`src/core/qt_pkg.sv`:
```
// constants for the query table information block
`default_nettype none
package qt_pkg;

    localparam int ADDR_W = 12;
    localparam int DATA_W = 32;
    localparam int LOC_W  = 9;
    localparam int CNT_W  = 16;

    // register indices; byte address is four times the index
    localparam logic [LOC_W-1:0] LOC_CTRL      = 9'h000;
    localparam logic [LOC_W-1:0] LOC_STATUS    = 9'h001;
    localparam logic [LOC_W-1:0] LOC_OPT_FEAT  = 9'h112;
    localparam logic [LOC_W-1:0] LOC_VPP_OPT   = 9'h117;
    localparam logic [LOC_W-1:0] LOC_OTP_COUNT = 9'h118;
    localparam logic [LOC_W-1:0] LOC_DESC1     = 9'h119;
    localparam logic [LOC_W-1:0] LOC_DESC2     = 9'h11d;

    localparam logic [LOC_W-1:0] DESC1_BYTES = 9'h004;
    localparam logic [LOC_W-1:0] DESC2_BYTES = 9'h00a;

    // fixed query bytes
    localparam logic [7:0] VPP_OPT_VALUE    = 8'h90;
    localparam logic [7:0] OTP_COUNT_VALUE  = 8'h02;
    localparam logic [7:0] OPT_FEAT_NONE    = 8'h00;
    localparam logic [7:0] OPT_FEAT_STACK_1 = 8'h40;

    // lock byte 80 00, factory exp 03, user exp 03; low byte first
    localparam logic [31:0] DESC1_VALUE = 32'h0303_0080;
    // lock word 89 00 00 00, factory 00 00 00, user groups 10 00, exp 04
    localparam logic [79:0] DESC2_VALUE = 80'h0400_1000_0000_0000_0089;

    // control and status fields
    localparam int         CTRL_ON_BIT    = 0;
    localparam logic       CTRL_ON_RESET  = 1'b1;
    localparam int         STAT_STACK_BIT = 0;
    localparam int         STAT_DIE2_BIT  = 1;
    localparam int         STAT_CNT_LSB   = 16;
    localparam logic [1:0] ALIGN_OK       = 2'b00;

endpackage
`default_nettype wire

```
`src/core/qt_rom_if.sv`:
```
// carrier between the bus slave and the query byte lookup
`timescale 1ns/1ps
`default_nettype none
interface qt_rom_if;
    import qt_pkg::*;
    logic [LOC_W-1:0] loc;
    logic             stacked;
    logic             die2;
    logic             hit;
    logic [7:0]       data;

    modport slave (output loc, output stacked, output die2, input hit, input data);
    modport rom   (input loc, input stacked, input die2, output hit, output data);
endinterface
`default_nettype wire

```
`src/core/qt_rom.sv`:
```
// fixed query byte lookup for locations 112 and 117 to 126
`timescale 1ns/1ps
`default_nettype none
module qt_rom
    import qt_pkg::*;
(
    qt_rom_if.rom q
);

    logic [LOC_W-1:0] d1_off;
    logic [LOC_W-1:0] d2_off;
    logic             in_d1;
    logic             in_d2;
    logic [1:0]       d1_sel;
    logic [3:0]       d2_sel;
    logic [7:0]       opt_feat;

    assign d1_off = q.loc - LOC_DESC1;
    assign d2_off = q.loc - LOC_DESC2;
    assign in_d1  = (q.loc >= LOC_DESC1) && (d1_off < DESC1_BYTES);
    assign in_d2  = (q.loc >= LOC_DESC2) && (d2_off < DESC2_BYTES);
    // clamp keeps the part-select inside the constant when not hit
    assign d1_sel = in_d1 ? d1_off[1:0] : 2'h0;
    assign d2_sel = in_d2 ? d2_off[3:0] : 4'h0;

    // only die 1 of the stacked part reports the extra feature bit
    assign opt_feat = (q.stacked && !q.die2) ? OPT_FEAT_STACK_1 : OPT_FEAT_NONE;

    assign q.hit = (q.loc == LOC_OPT_FEAT) || (q.loc == LOC_VPP_OPT)
                || (q.loc == LOC_OTP_COUNT) || in_d1 || in_d2;

    assign q.data = (q.loc == LOC_OPT_FEAT)  ? opt_feat :
                    (q.loc == LOC_VPP_OPT)   ? VPP_OPT_VALUE :
                    (q.loc == LOC_OTP_COUNT) ? OTP_COUNT_VALUE :
                    in_d1 ? DESC1_VALUE[d1_sel*8 +: 8] :
                    in_d2 ? DESC2_VALUE[d2_sel*8 +: 8] :
                    8'h00;

endmodule
`default_nettype wire

```
`src/core/qt_query_table.sv`:
```
// apb slave serving the query table information bytes
// Notes on behaviour
// - location 117 reads 90: nine volts optimum program/erase supply
// - location 112 reads 40 on stacked die 1, else 00
// - location 118 reads 02 descriptors; zero would mean 256
// - first descriptor at 119: lock byte address 80 then 00
// - first descriptor bytes three and four read 03, eight bytes each
// - second descriptor at 11D: lock word address 89 00 00 00
// - factory group count and size exponent bytes read zero
// - user groups 10 00 then exponent 04
`timescale 1ns/1ps
`default_nettype none
module qt_query_table
    import qt_pkg::*;
(
    input  wire logic              pclk,
    input  wire logic              presetn,
    input  wire logic              psel,
    input  wire logic              penable,
    input  wire logic              pwrite,
    input  wire logic [ADDR_W-1:0] paddr,
    input  wire logic [DATA_W-1:0] pwdata,
    input  wire logic [3:0]        pstrb,
    output logic                   pready,
    output logic [DATA_W-1:0]      prdata,
    output logic                   pslverr,
    input  wire logic              stacked_pin,
    input  wire logic              die2_pin
);

    ////////////////////////////////////////////////////////////////////
    // strap synchronisers

    logic [1:0] strap_meta;
    logic [1:0] strap_sync;

    always_ff @(posedge pclk or negedge presetn) begin
        if (!presetn) begin
            strap_meta <= 2'b00;
            strap_sync <= 2'b00;
        end else begin
            strap_meta <= {die2_pin, stacked_pin};
            strap_sync <= strap_meta;
        end
    end

    ////////////////////////////////////////////////////////////////////
    // decode

    qt_rom_if rif ();

    qt_rom u_rom (
        .q (rif.rom)
    );

    logic              ctrl_on;
    logic [CNT_W-1:0]  read_count;
    logic [ADDR_W-3:0] idx;
    logic              aligned;
    logic              in_range;
    logic              is_ctrl;
    logic              is_status;
    logic              is_rom;
    logic              setup;
    logic              access;
    logic              do_write;
    logic [DATA_W-1:0] next_rdata;
    logic              next_err;
    logic [DATA_W-1:0] ctrl_word;
    logic [DATA_W-1:0] status_word;
    logic [DATA_W-1:0] rom_word;

    assign idx      = paddr[ADDR_W-1:2];
    assign aligned  = (paddr[1:0] == ALIGN_OK);
    assign in_range = (idx[ADDR_W-3:LOC_W] == '0);
    assign rif.loc     = idx[LOC_W-1:0];
    assign rif.stacked = strap_sync[0];
    assign rif.die2    = strap_sync[1];

    assign is_ctrl   = aligned && in_range && (rif.loc == LOC_CTRL);
    assign is_status = aligned && in_range && (rif.loc == LOC_STATUS);
    assign is_rom    = aligned && in_range && rif.hit;

    assign setup    = psel && !penable;
    assign access   = psel && penable;
    assign do_write = access && pwrite && is_ctrl && pstrb[0];

    assign ctrl_word = {{(DATA_W-1){1'b0}}, ctrl_on};
    assign status_word = {read_count, {(STAT_CNT_LSB-2){1'b0}},
                          strap_sync[1], strap_sync[0]};
    // upper lanes held at zero; query off reads as zero
    assign rom_word = ctrl_on ? {{(DATA_W-8){1'b0}}, rif.data} : '0;

    assign next_rdata = pwrite    ? '0 :
                        is_ctrl   ? ctrl_word :
                        is_status ? status_word :
                        is_rom    ? rom_word : '0;
    // query bytes are read-only; writing them is an error
    assign next_err = !(is_ctrl || is_status || is_rom) || (pwrite && !is_ctrl);

    // zero wait states: answer latched at setup, shown in access
    assign pready = 1'b1;

    ////////////////////////////////////////////////////////////////////
    // registers

    always_ff @(posedge pclk or negedge presetn) begin
        if (!presetn) begin
            prdata  <= '0;
            pslverr <= 1'b0;
        end else if (setup) begin
            prdata  <= next_rdata;
            pslverr <= next_err;
        end
    end

    always_ff @(posedge pclk or negedge presetn) begin
        if (!presetn) begin
            ctrl_on <= CTRL_ON_RESET;
        end else if (do_write) begin
            ctrl_on <= pwdata[CTRL_ON_BIT];
        end
    end

    // saturating count of completed query reads
    always_ff @(posedge pclk or negedge presetn) begin
        if (!presetn) begin
            read_count <= '0;
        end else if (access && !pwrite && is_rom && (read_count != '1)) begin
            read_count <= read_count + 1'b1;
        end
    end

endmodule
`default_nettype wire

```
`config.mk`:
```
export PLATFORM = sky130hd
export DESIGN_NAME = qt_query_table
export DESIGN_NICKNAME = d
export VERILOG_FILES = /design/src/core/qt_pkg.sv /design/src/core/qt_rom_if.sv /design/src/core/qt_rom.sv /design/src/core/qt_query_table.sv
export SDC_FILE = /design/constraint.sdc
export NUM_CORES = 1
export LEC_CHECK = 0
export ABC_AREA = 0
export BUFFER_PORTS_ARGS = -buffer_cell sky130_fd_sc_hd__buf_4
export CORE_MARGIN = 2
export CORE_UTILIZATION = 45
export DETAILED_ROUTE_END_ITERATION = 8
export GPL_TIMING_DRIVEN = 0
export PLACE_DENSITY = 0.74
export SLEW_MARGIN = 20
export SYNTH_ARGS = -nofsm -noshare
export SYNTH_HDL_FRONTEND = slang
export SYNTH_SLANG_ARGS = --single-unit
export TNS_END_PERCENT = 20
```
`constraint.sdc`:
```
create_clock -name pclk -period 2.8 [get_ports pclk]
set_clock_uncertainty 0.15 [all_clocks]
set_input_delay 0.42 -clock pclk [delete_from_list [all_inputs] [get_ports pclk]]
set_output_delay 0.42 -clock pclk [all_outputs]
set_load 0.005 [all_outputs]
```
======== Word level (Yosys, flattened, before mapping) ========
Cells that the tools add are included.
word-level totals
  bits in registers ....................... 54
  logic and storage cells ................. 64
operators by class
  multiplexer cells ....................... 13
  reduce and logical (&&, ||, !) cells .... 30
  order comparisons ....................... 4
  shift operators ......................... 2
  equal/unequal tests ..................... 5
  bitwise gates (word level) .............. 1
  $add $sub $neg .......................... 3
operator list
  operator                                                                      count
  32-bit 2-to-1 mux                                                             3
  80-bit by 8-bit variable part select with 8-bit output, first input constant  1
  8-bit 2-to-1 mux                                                              7
  32-bit by 6-bit variable part select with 8-bit output, first input constant  1
  9-bit equality test, second input constant                                    3
  9-bit >= comparator, second input constant                                    2
  9-bit subtractor, second input constant                                       2
  16-bit by 1-bit adder with 16-bit output, second input constant               1
  1-bit logical AND                                                             16
  16-bit inequality test, second input constant                                 1
  9-bit by 1-bit equality test with 1-bit output, second input constant         1
  9-bit logical NOT                                                             1
  9-bit by 3-bit < comparator with 1-bit output, second input constant          1
  9-bit by 4-bit < comparator with 1-bit output, second input constant          1
  1-bit logical OR                                                              7
  7-bit 2-to-1 mux                                                              1
  1-bit logical NOT                                                             5
  4-bit 2-to-1 mux                                                              1
  2-bit logical NOT                                                             1
  2-bit 2-to-1 mux                                                              1
  1-bit inverter                                                                1

======== Longest topological paths before layout ========
Gate-level depths: netlist of the first run.
  depth after elaboration ................. 15
  mapped depth ............................ 10
  mapped depth without buffers ............ 9

======== Modules after synthesis ========
Synthesis of the first run repeated with hierarchy kept, for this count alone.
unflattened totals
  cells, all modules ...................... 233
  area, all modules ....................... 2524.9 um2
modules (own cells, without submodules)
  module          times used  cells each  area each (um2)
  qt_query_table  1           160         2003.2
  qt_rom          1           73          521.8

======== Worst setup path after synthesis of the first run ========
OpenSTA, ideal clock, no wires.
  path type ............................... in2reg
  start point ............................. in paddr[2]
  end point ............................... reg read_count[15]
  data required time ...................... 2527 ps
  stages on the path ...................... 10
  setup slack ............................. 503 ps
  data arrival time ....................... 2024 ps
  cell sequence ........................... inv_1 ha_1 buf_2 nor2_1 a2bb2oi_1 or2_1 and2_4 a311oi_4 nand4_1 xnor2_1
between the ends
  word-level cells in the longest chain between the ends .. 8
RTL lines
  element                                                                            line                        text
  start, declared                                                                    qt_query_table.sv:21        input wire logic [ADDR_W-1:0] paddr,
  9-bit subtractor or 9-bit equality test (tied branches)                            qt_rom.sv:18, qt_rom.sv:29
  9-bit by 3-bit < comparator with 1-bit output or 1-bit logical OR (tied branches)  qt_rom.sv:20, qt_rom.sv:29
  1-bit logical AND or 1-bit logical OR (tied branches)                              qt_rom.sv:20, qt_rom.sv:30
  1-bit logical OR                                                                   qt_rom.sv:30                || (q.loc == LOC_OTP_COUNT) || in_d1 || in_d2;
  1-bit logical OR (*)                                                               qt_rom.sv:30
  1-bit logical AND (*)                                                              qt_query_table.sv:82        assign is_rom = aligned && in_range && rif.hit;
  1-bit logical AND (*) (2 in series)                                                qt_query_table.sv:129       end else if (access && !pwrite && is_rom && (read_count != '1)) begin
  end signal, assigned                                                               qt_query_table.sv:130       read_count <= read_count + 1'b1;
  end, declared                                                                      qt_query_table.sv:57        logic [CNT_W-1:0] read_count;
Mark *: on every way between the ends. The rest lies on a longest branch, timed or not.
A chain may end at the register's enable or synchronous reset.

======== Final worst setup path of the first run ========
  start point ............................. in paddr[2]
  end point ............................... reg read_count[11]
Same word-level chain as after synthesis.

==> flow_metrics.tcl, run 1 <==
set metrics [dict create \
    outcome "finished clean" \
    cts_resized 0 \
    grt-ovfl-total 0 \
    cts_tree "built" \
    grt_usage 0.177 \
    start_kind "input port" \
    fmax_mhz 416 \
    die_h_um 77.4 \
    ios 89 \
    nets 356 \
    via_per_inst 5.22 \
    core_mm2 0.00514 \
    syn2layout_area_growth_pct 23.7 \
    drc_errors 0 \
    fin_cells 366 \
    dp.cells 357 \
    hold_buffers 1 \
    p_per_area_mw_per_mm2 427 \
    ir_worst_vdd_v 0.000250 \
    place_congestion 0.822 \
    yosysMostFrequentCell "dfrtp_1" \
    clkTransAtPathRegs_ns 0.08 \
    hold_violations 0 \
    synth_top_area_share 0.455 \
    drt.antenna.violating_nets 0 \
    nFillCells 473 \
    cts.htree.levels 2 \
    grt_max_degree 46 \
    yosys-top-cells-area "dfrtp_1 45%, a22o_1 5.4%, xnor2_1 5.1%" \
    worst_pin_slew_ns 0.542 \
    drt_first_pass_iters 4 \
    pre_cts_slack_ns 0.0858 \
    fp-row-count 26 \
    ff2ff_setup_slack_ns 0.45 \
    wl_per_cell_um 13.6 \
    ys_seq_elements 45 \
    synth_edf_count 0 \
    yosysTopAreaCell "dfrtp_1" \
    async_flop_share 1.00 \
    finalHoldWorstSlack_ns 0.0783 \
    end_kind "flop" \
    layout-drive-gt1-share 0.277 \
    crit_fanout 10 \
    clk_path_buf_depth 2 \
    slew_headroom 0.639 \
    syn_area_mm2 0.00242 \
    register_area_mm2 0.00113 \
    fp.dieArea_mm2 0.00598 \
    grt_pass1_wl_um 8580 \
    cts_sinks 45 \
    worst-setup-path-type "input port to flop" \
    root_buffer "clkbuf_8" \
    cts_buffers 5 \
    setup_viol 0 \
    drtIter0Drc 119 \
    finalSetupTns_ns 0 \
    syn_avg_cell_area_um2 10.3 \
    synth.distinct_cells 53 \
    fin_ws_ns 0.397 \
    grt_pass1_vias 1871 \
    yosys-top-cells-count "44 x dfrtp_1, 24 x nand2_1, 15 x a22o_1" \
    clk_latency_ns 0.29 \
    finalCritPeriodShare 0.858 \
    yosys_warnings 0 \
    period_needed_ns 2.40 \
    worstHoldPathType "input port to flop" \
    worstPathRequired_ns 2.84 \
    rsz0062_at_grt "false" \
    vias 1910 \
    post-route-cell-area_mm2 0.00300 \
    cp.arrival_ns 2.44 \
    total_leakage_power_nw 1.45 \
    drv_slew 0 \
    drv_cap 0 \
    antennaDiodeCount 0 \
    initial_core_util 0.471 \
    die_x_um 77.4 \
    synthCells 235 \
    yosysSeqAreaShare 0.466 \
    cts_setup_buffers 0 \
    synth_flop_cell "dfrtp_1" \
    multi_input_area_mm2 0.00117 \
    place_area_mm2 0.00287 \
    portBuffers 44 \
    dp_hpwl_um 3730 \
    grt_antenna_before_repair 0 \
    wl_um 4980 \
]
kinds of logic after synthesis:
family                     Yosys count  share of synthesized area
xor gates and xnor gates            16                     0.0579
buffers and inverters               26                     0.0646
AOI/OAI and AO/OA                   47                      0.165
other                                2                    0.00310
and+or+nand+nor                     91                      0.203
DFF                                 45                      0.466
adders and majority gates            6                     0.0310
muxes                                2                    0.00930
final timing paths:
kind,endpoint,startpoint,cells past startpoint
hold reg to reg,strap_sync[0],strap_meta[0],0
setup reg to reg,read_count[11],read_count[4],8
max in group asynchronous,ctrl_on,presetn,2
setup / recovery,read_count[11],paddr[2],10
hold / removal,strap_meta[1],die2_pin,1
min in group asynchronous,prdata[21],presetn,2
worst max-delay path, cell delays in order:
cell,delay (ns)
buf_4,0.14
inv_1,0.10
ha_1,0.18
buf_2,0.19
o311ai_0,0.17
a21oi_1,0.29
nor2_2,0.13
a311oi_4,0.48
nand4_1,0.18
xnor2_1,0.15
layer usage:
metal | wire, um | up-vias | GRT usage | share of wire
li1 | - | 942 | - | -
met1 | 2260 | 908 | 0.237 | 0.45
met2 | 2450 | 56 | 0.294 | 0.49
met3 | 224 | 4 | 0.0349 | 0.045
met4 | 46 | 0 | 0.0536 | 0.0092
met5 | 0 | - | 0 | 0
sequential cells by signal, indices dropped and copies added, names as in the netlist:
signal	cells
ctrl_on	1
prdata	23
pslverr	1
read_count	16
strap_meta	2
strap_sync	2
layout by cell type, fill, tap and decap left out, drive strengths merged, types with 2 or more instances in the layout:
cell	Yosys	final
buf	17	61
dfrtp	44	44
nand2	24	24
a22o	16	16
xnor2	14	14
nor2	14	14
nand3	12	12
conb	2	10
clkbuf	3	10
nand4	8	8
o21ai	7	7
inv	6	6
ha	6	6
nor3	6	6
nand2b	5	5
o31ai	5	5
and3	5	5
a21oi	3	3
nand3b	3	3
or3	3	3
a31oi	3	3
nor4	2	2
a21o	2	2
nor3b	2	2
a22oi	2	2
o211ai	2	2
xor2	2	2
mux2	2	2
nor2b	2	2
and2	2	2
metrics by stage:
| stage | total power, W | util |
|---|---|---|
| final | 0.00128 | 0.583 |
| after floorplan | 0.000734 | - |
| after global routing | 0.00133 | 0.583 |
| after global placement | 0.000789 | 0.558 |
| after CTS | 0.00129 | 0.583 |
| after detailed placement | 0.000791 | 0.558 |
where the power goes:
group | switching (W) | internal, W
logic | 0.0000693 | 0.0000524
clock network | 0.000208 | 0.000291
registers | 0.00000348 | 0.000654
total | 0.000280 | 0.000998
area by class of cell:
type	instances	area share
multi-input combinational	172	0.390
inverter	6	0.00752
sequential	45	0.376
clock buffer	7	0.0288
buffer	20	0.0447
tap	70	0.0292
clock inverter	1	0.0100
timing repair buffer	45	0.114
(Power assumes the default switching activity.)
==> run 2, diff against run 1 <==
==> constraint.sdc (replaced) <==
create_clock -name pclk -period 2.3 [get_ports pclk]
set_clock_uncertainty 0.15 [all_clocks]
set_input_delay 0.345 -clock pclk [delete_from_list [all_inputs] [get_ports pclk]]
set_output_delay 0.345 -clock pclk [all_outputs]
set_load 0.005 [all_outputs]
==> flow_metrics.tcl, run 2 (synthesis gave the netlist of run 1 again) <==
set metrics [dict create \
    outcome "finished clean" \
    ios 89 \
    worst_pin_slew_ns 0.540 \
    fp-row-count 26 \
    layout_common_cells "56 x buf_4, 44 x dfrtp_1, 24 x nand2_1, 15 x a22o_1, 14 x xnor2_1" \
    crit_path_top_delay_cell "dfrtp_1" \
    cp_top_family "compound AO/OA/AOI/OAI gates" \
    p_per_area_mw_per_mm2 510 \
    layout-drive-gt1-share 0.302 \
    root_buffer "clkbuf_8" \
    ir_worst_vdd_v 0.000304 \
    wl_per_cell_um 13.6 \
    via_per_inst 5.19 \
    cts_sinks 45 \
    antennaDiodeCount 0 \
    cts.htree.levels 2 \
    crit_top_cell "buf_6" \
    largest_reg_flops 23 \
    drc_errors 0 \
    place_congestion 0.822 \
    grt_pass1_wl_um 8670 \
    period_needed_ns 2.26 \
    grt-ovfl-total 0 \
    drv_slew 0 \
    rsz0062_at_grt "true" \
    clk_latency_ns 0.30 \
    drt_first_pass_iters 4 \
    slew_headroom 0.640 \
    vias 1924 \
    path_cells "and3_1 -> buf_6 -> and3_4 -> buf_6 -> a41o_4 -> a31oi_4 -> mux2_2" \
    worstPathRequired_ns 2.34 \
    grt_max_degree 46 \
    initial_core_util 0.471 \
    reg.largest.list "prdata: 23 flops, read_count: 16 flops" \
    total_leakage_power_nw 1.48 \
    max_stage_delay_ns 0.43 \
    finalSetupTns_ns 0 \
    die_x_um 77.4 \
    cts_buffers 5 \
    finalHoldWorstSlack_ns 0.138 \
    met2_usage 0.295 \
    start_kind "flop" \
    path_buf_inv 2 \
    met1_usage 0.242 \
    hold_violations 0 \
    wl_um 5040 \
    fmax_mhz 443 \
    clkTransAtPathRegs_ns 0.08 \
    core_mm2 0.00514 \
    end_kind "flop" \
    setup_viol 0 \
    cp.arrival_ns 2.29 \
    fp.dieArea_mm2 0.00598 \
    drtIter0Drc 133 \
    worstHoldPathType "input port to flop" \
    crit_fanout 9 \
    grt_antenna_before_repair 0 \
    worst-setup-path-type "flop to flop" \
    cts_tree "built" \
    drt.antenna.violating_nets 0 \
    dp_hpwl_um 3730 \
    grt_usage 0.180 \
    pre_cts_slack_ns -0.339 \
    layout_commonest_cell "buf_4" \
    grt_most_used_layer "met2" \
    portBuffers 44 \
    clk_path_buf_depth 2 \
    drv_cap 0 \
    grt_pass1_vias 1888 \
    top_register "prdata" \
    die_h_um 77.4 \
    syn2layout_area_growth_pct 26.8 \
    met3_usage 0.0349 \
    fin_ws_ns 0.0433 \
    finalCritPeriodShare 0.981 \
    nets 361 \
]
[run 2: cell count changes in the layout (fill, tap and decap cells not counted), moves of 2 or more]
cell | before | now
buf_4 | 54 | 56
dlygate4sd3_1 | 1 | 3
nor2_1 | 13 | 11
nor2_2 | 1 | 3
[run 2: final timing paths]
path | from | to | slack (ns) | depth (start not counted)
worst min-delay path | pwdata[0] | ctrl_on | 0.14 | 2
worst max-delay path | read_count[3] | read_count[1] | 0.04 | 7
worst min register to register | strap_meta[0] | strap_sync[0] | 0.20 | 0
min in group asynchronous | presetn | prdata[21] | 0.42 | 2
worst max register to register | read_count[3] | read_count[1] | 0.04 | 7
max in group asynchronous | presetn | ctrl_on | 1.20 | 2
[run 2: worst register-to-register path: stages (launching register included)]
cell	delay (ns)
dfrtp_1	0.43
and3_1	0.20
buf_6	0.13
and3_4	0.17
buf_6	0.12
a41o_4	0.27
a31oi_4	0.29
mux2_2	0.38
[run 2: layout make-up]
class                           instances  area (um2)
Timing Repair Buffer                   50         387
Sequential cell                        45        1130
Clock inverter                          1        30.0
Fill cell                             469        2070
Inverter                                6        22.5
Clock buffer                            7        86.3
Tap cell                               70        87.6
Multi-Input combinational cell        172        1190
Buffer                                 20         136
[run 2: timing repair]
action | CTS | global route
resized for setup | 0 | 10
pin swaps | 1 | 0
endpoints found under the setup margin | 6 | 31
hold buffers | 3 | 0
endpoints found under the hold margin | 46 | 0
buffers inserted | 2 | 1
[run 2: through the flow]
step,std cells,total power (W),cell area (um2),utilization
after CTS,370,0.00157,3030,0.590
after floorplan,243,0.000894,2450,-
after global placement,357,0.000961,2870,0.558
final,371,0.00156,3070,0.597
after detailed placement,357,0.000963,2870,0.558
after global routing,371,0.00163,3070,0.597
[run 2: routing by layer]
layer	wire length (um)	vias to the layer above
met5	0	-
met2	2440	48
met4	68	0
met1	2330	921
met3	195	5
li1	-	950
[run 2: report_power, final]
| group | internal (W) | switching (W) | leakage [nW] |
|---|---|---|---|
| Sequential | 0.000797 | 0.00000437 | 0.613 |
| Clock | 0.000354 | 0.000253 | 0.0585 |
| Combinational | 0.0000684 | 0.0000885 | 0.804 |
==> run 3, diff against run 2 <==
--- a/config.mk
+++ b/config.mk
@@ -8,10 +8,11 @@
 export ABC_AREA = 0
 export BUFFER_PORTS_ARGS = -buffer_cell sky130_fd_sc_hd__buf_4
 export CORE_MARGIN = 2
-export CORE_UTILIZATION = 45
+export CORE_UTILIZATION = 49
 export DETAILED_ROUTE_END_ITERATION = 8
 export GPL_TIMING_DRIVEN = 0
-export PLACE_DENSITY = 0.74
+export PLACE_DENSITY = 0.79
+export REMOVE_ABC_BUFFERS = 1
 export SLEW_MARGIN = 20
 export SYNTH_ARGS = -nofsm -noshare
 export SYNTH_HDL_FRONTEND = slang
==> flow_metrics.tcl, run 3 (synthesis gave the netlist of run 1 again) <==
set metrics [dict create \
    worstHoldPathType "input port to flop" \
    die_h_um 74.3 \
    max_stage_delay_ns 0.26 \
    cts_sinks 45 \
    start_kind "input port" \
    fp.dieArea_mm2 0.00552 \
    nets 339 \
    crit_path_top_delay_cell "or2_1" \
    grt-ovfl-total 0 \
    fp-row-count 25 \
    drtIter0Drc 79 \
    crit_fanout 11 \
    root_buffer "clkbuf_8" \
    worstPathRequired_ns 2.34 \
    drt.antenna.violating_nets 0 \
    grt_max_degree 46 \
    crit_top_cell "buf_4" \
    path_cells "buf_4 -> inv_1 -> ha_4 -> nand2_1 -> a2bb2oi_1 -> or2_1 -> and2_4 -> a311oi_4 -> buf_4 -> nand4_1 -> xnor2_1" \
    ir_worst_vdd_v 0.000367 \
    layout_commonest_cell "buf_4" \
    worst-setup-path-type "input port to flop" \
    switching_share 0.234 \
    syn2layout_area_growth_pct 20.3 \
    clkPwrFrac 0.389 \
    finalSetupTns_ns 0 \
    share_comb_of_total_power 0.091 \
    grt_usage 0.186 \
    layout-drive-gt1-share 0.262 \
    p_per_area_mw_per_mm2 528 \
    wl_um 4820 \
    period_needed_ns 2.23 \
    dp_hpwl_um 3550 \
    drv_slew 0 \
    drv_cap 0 \
    fmax_mhz 448 \
    grt_pass1_wl_um 7950 \
    outcome "finished clean" \
    hold_violations 0 \
    slew_headroom 0.573 \
    post-route-util 0.613 \
    die_x_um 74.3 \
    cts.htree.levels 2 \
    power.internal_w 0.00118 \
    largest_reg_flops 23 \
    total_leakage_power_nw 1.37 \
    cp.arrival_ns 2.27 \
    worst_pin_slew_ns 0.641 \
    ios 89 \
    end_kind "flop" \
    antennaDiodeCount 0 \
    grt_antenna_before_repair 0 \
    core_mm2 0.00475 \
    wl_per_cell_um 13.9 \
    setup_viol 0 \
    initial_core_util 0.509 \
    clk_latency_ns 0.30 \
    clkTransAtPathRegs_ns 0.08 \
    p_switching_w 0.000360 \
    cts_tree "built" \
    place_congestion 0.866 \
    seqPwrFrac 0.520 \
    clk_path_buf_depth 2 \
    drt_first_pass_iters 4 \
    via_per_inst 5.43 \
    top_register "prdata" \
    drc_errors 0 \
    vias 1878 \
    portBuffers 44 \
    finalCritPeriodShare 0.970 \
    layout_common_cells "45 x buf_4, 44 x dfrtp_1, 24 x nand2_1, 15 x a22o_1, 14 x xnor2_1" \
    cts_buffers 5 \
    grt_pass1_vias 1799 \
    reg.largest.list "prdata: 23 flops, read_count: 16 flops" \
]
-- run 3: cell count changes in the layout (fill, tap and decap cells not counted), moves of 2 or more --
| cell | change |
|---|---|
| clkbuf_1 | -3 |
| buf_6 | -3 |
| nor2_1 | +2 |
| nor2_2 | -2 |
| buf_4 | -11 |
| buf_2 | -4 |
| ha_1 | -2 |
-- run 3: per-stage QoR --
step	total power, W	setup slack [ns]	hold slack [ns]	instances	cell area (um2)
global route	0.00160	-0.00360	0.118	346	2910
CTS	0.00154	0.0125	0.121	346	2880
floorplan	0.000875	0.0210	-0.101	223	2320
global placement	0.000943	-0.390	0.183	334	2730
detailed placement	0.000948	-0.416	0.187	334	2730
finish	0.00154	0.0697	0.123	346	2910
-- run 3: worst paths after layout --
kind	to	cells after the start	slack [ns]	start
worst max-delay path	read_count[13]	11	0.07	paddr[3]
worst min-delay path	ctrl_on	2	0.12	pwdata[0]
worst max register to register	read_count[13]	7	0.10	read_count[4]
worst min register to register	strap_sync[1]	0	0.21	strap_meta[1]
max in group asynchronous	ctrl_on	2	1.18	presetn
min in group asynchronous	read_count[5]	2	0.42	presetn
-- run 3: what timing repair did --
action                                  4_1_cts  5_1_grt
endpoints found under the hold margin        46        0
pin swaps                                     1        0
buffers inserted                              1        0
endpoints found under the setup margin        9       11
hold buffers                                  3        0
resized for setup                             1        6
-- run 3: cell type report --
cell class / instances / area, um2
clock buffers: 6 / 72.6
clock inverters: 2 / 38.8
fillers: 421 / 1840
inverters: 6 / 22.5
multi-input cells: 172 / 1200
flip-flops and latches: 45 / 1130
well taps: 67 / 83.8
repair buffers: 48 / 368
-- run 3: worst max-delay path: cells and delay by family --
family | cells | cell delay [ns]
xor gates and xnor gates | 1 | 0.15
and+or+nand+nor | 4 | 0.68
adders and majority gates | 1 | 0.20
AOI/OAI and AO/OA | 2 | 0.41
buffers and inverters | 3 | 0.46
-- run 3: routing by layer --
| layer | track usage | routed length, um |
|---|---|---|
| met1 | 0.228 | 2030 |
| met2 | 0.330 | 2500 |
| met3 | 0.0325 | 231 |
| met4 | 0.0655 | 69 |
| met5 | 0 | 0 |
-- run 3: power by group through the flow --
stage | Combinational, W | Clock, W | Sequential [W]
floorplan | 0.0000597 | 0 | 0.000815
global placement | 0.000128 | 0 | 0.000816
detailed placement | 0.000132 | 0 | 0.000816
CTS | 0.000136 | 0.000605 | 0.000800
global route | 0.000159 | 0.000638 | 0.000801
finish | 0.000140 | 0.000598 | 0.000800
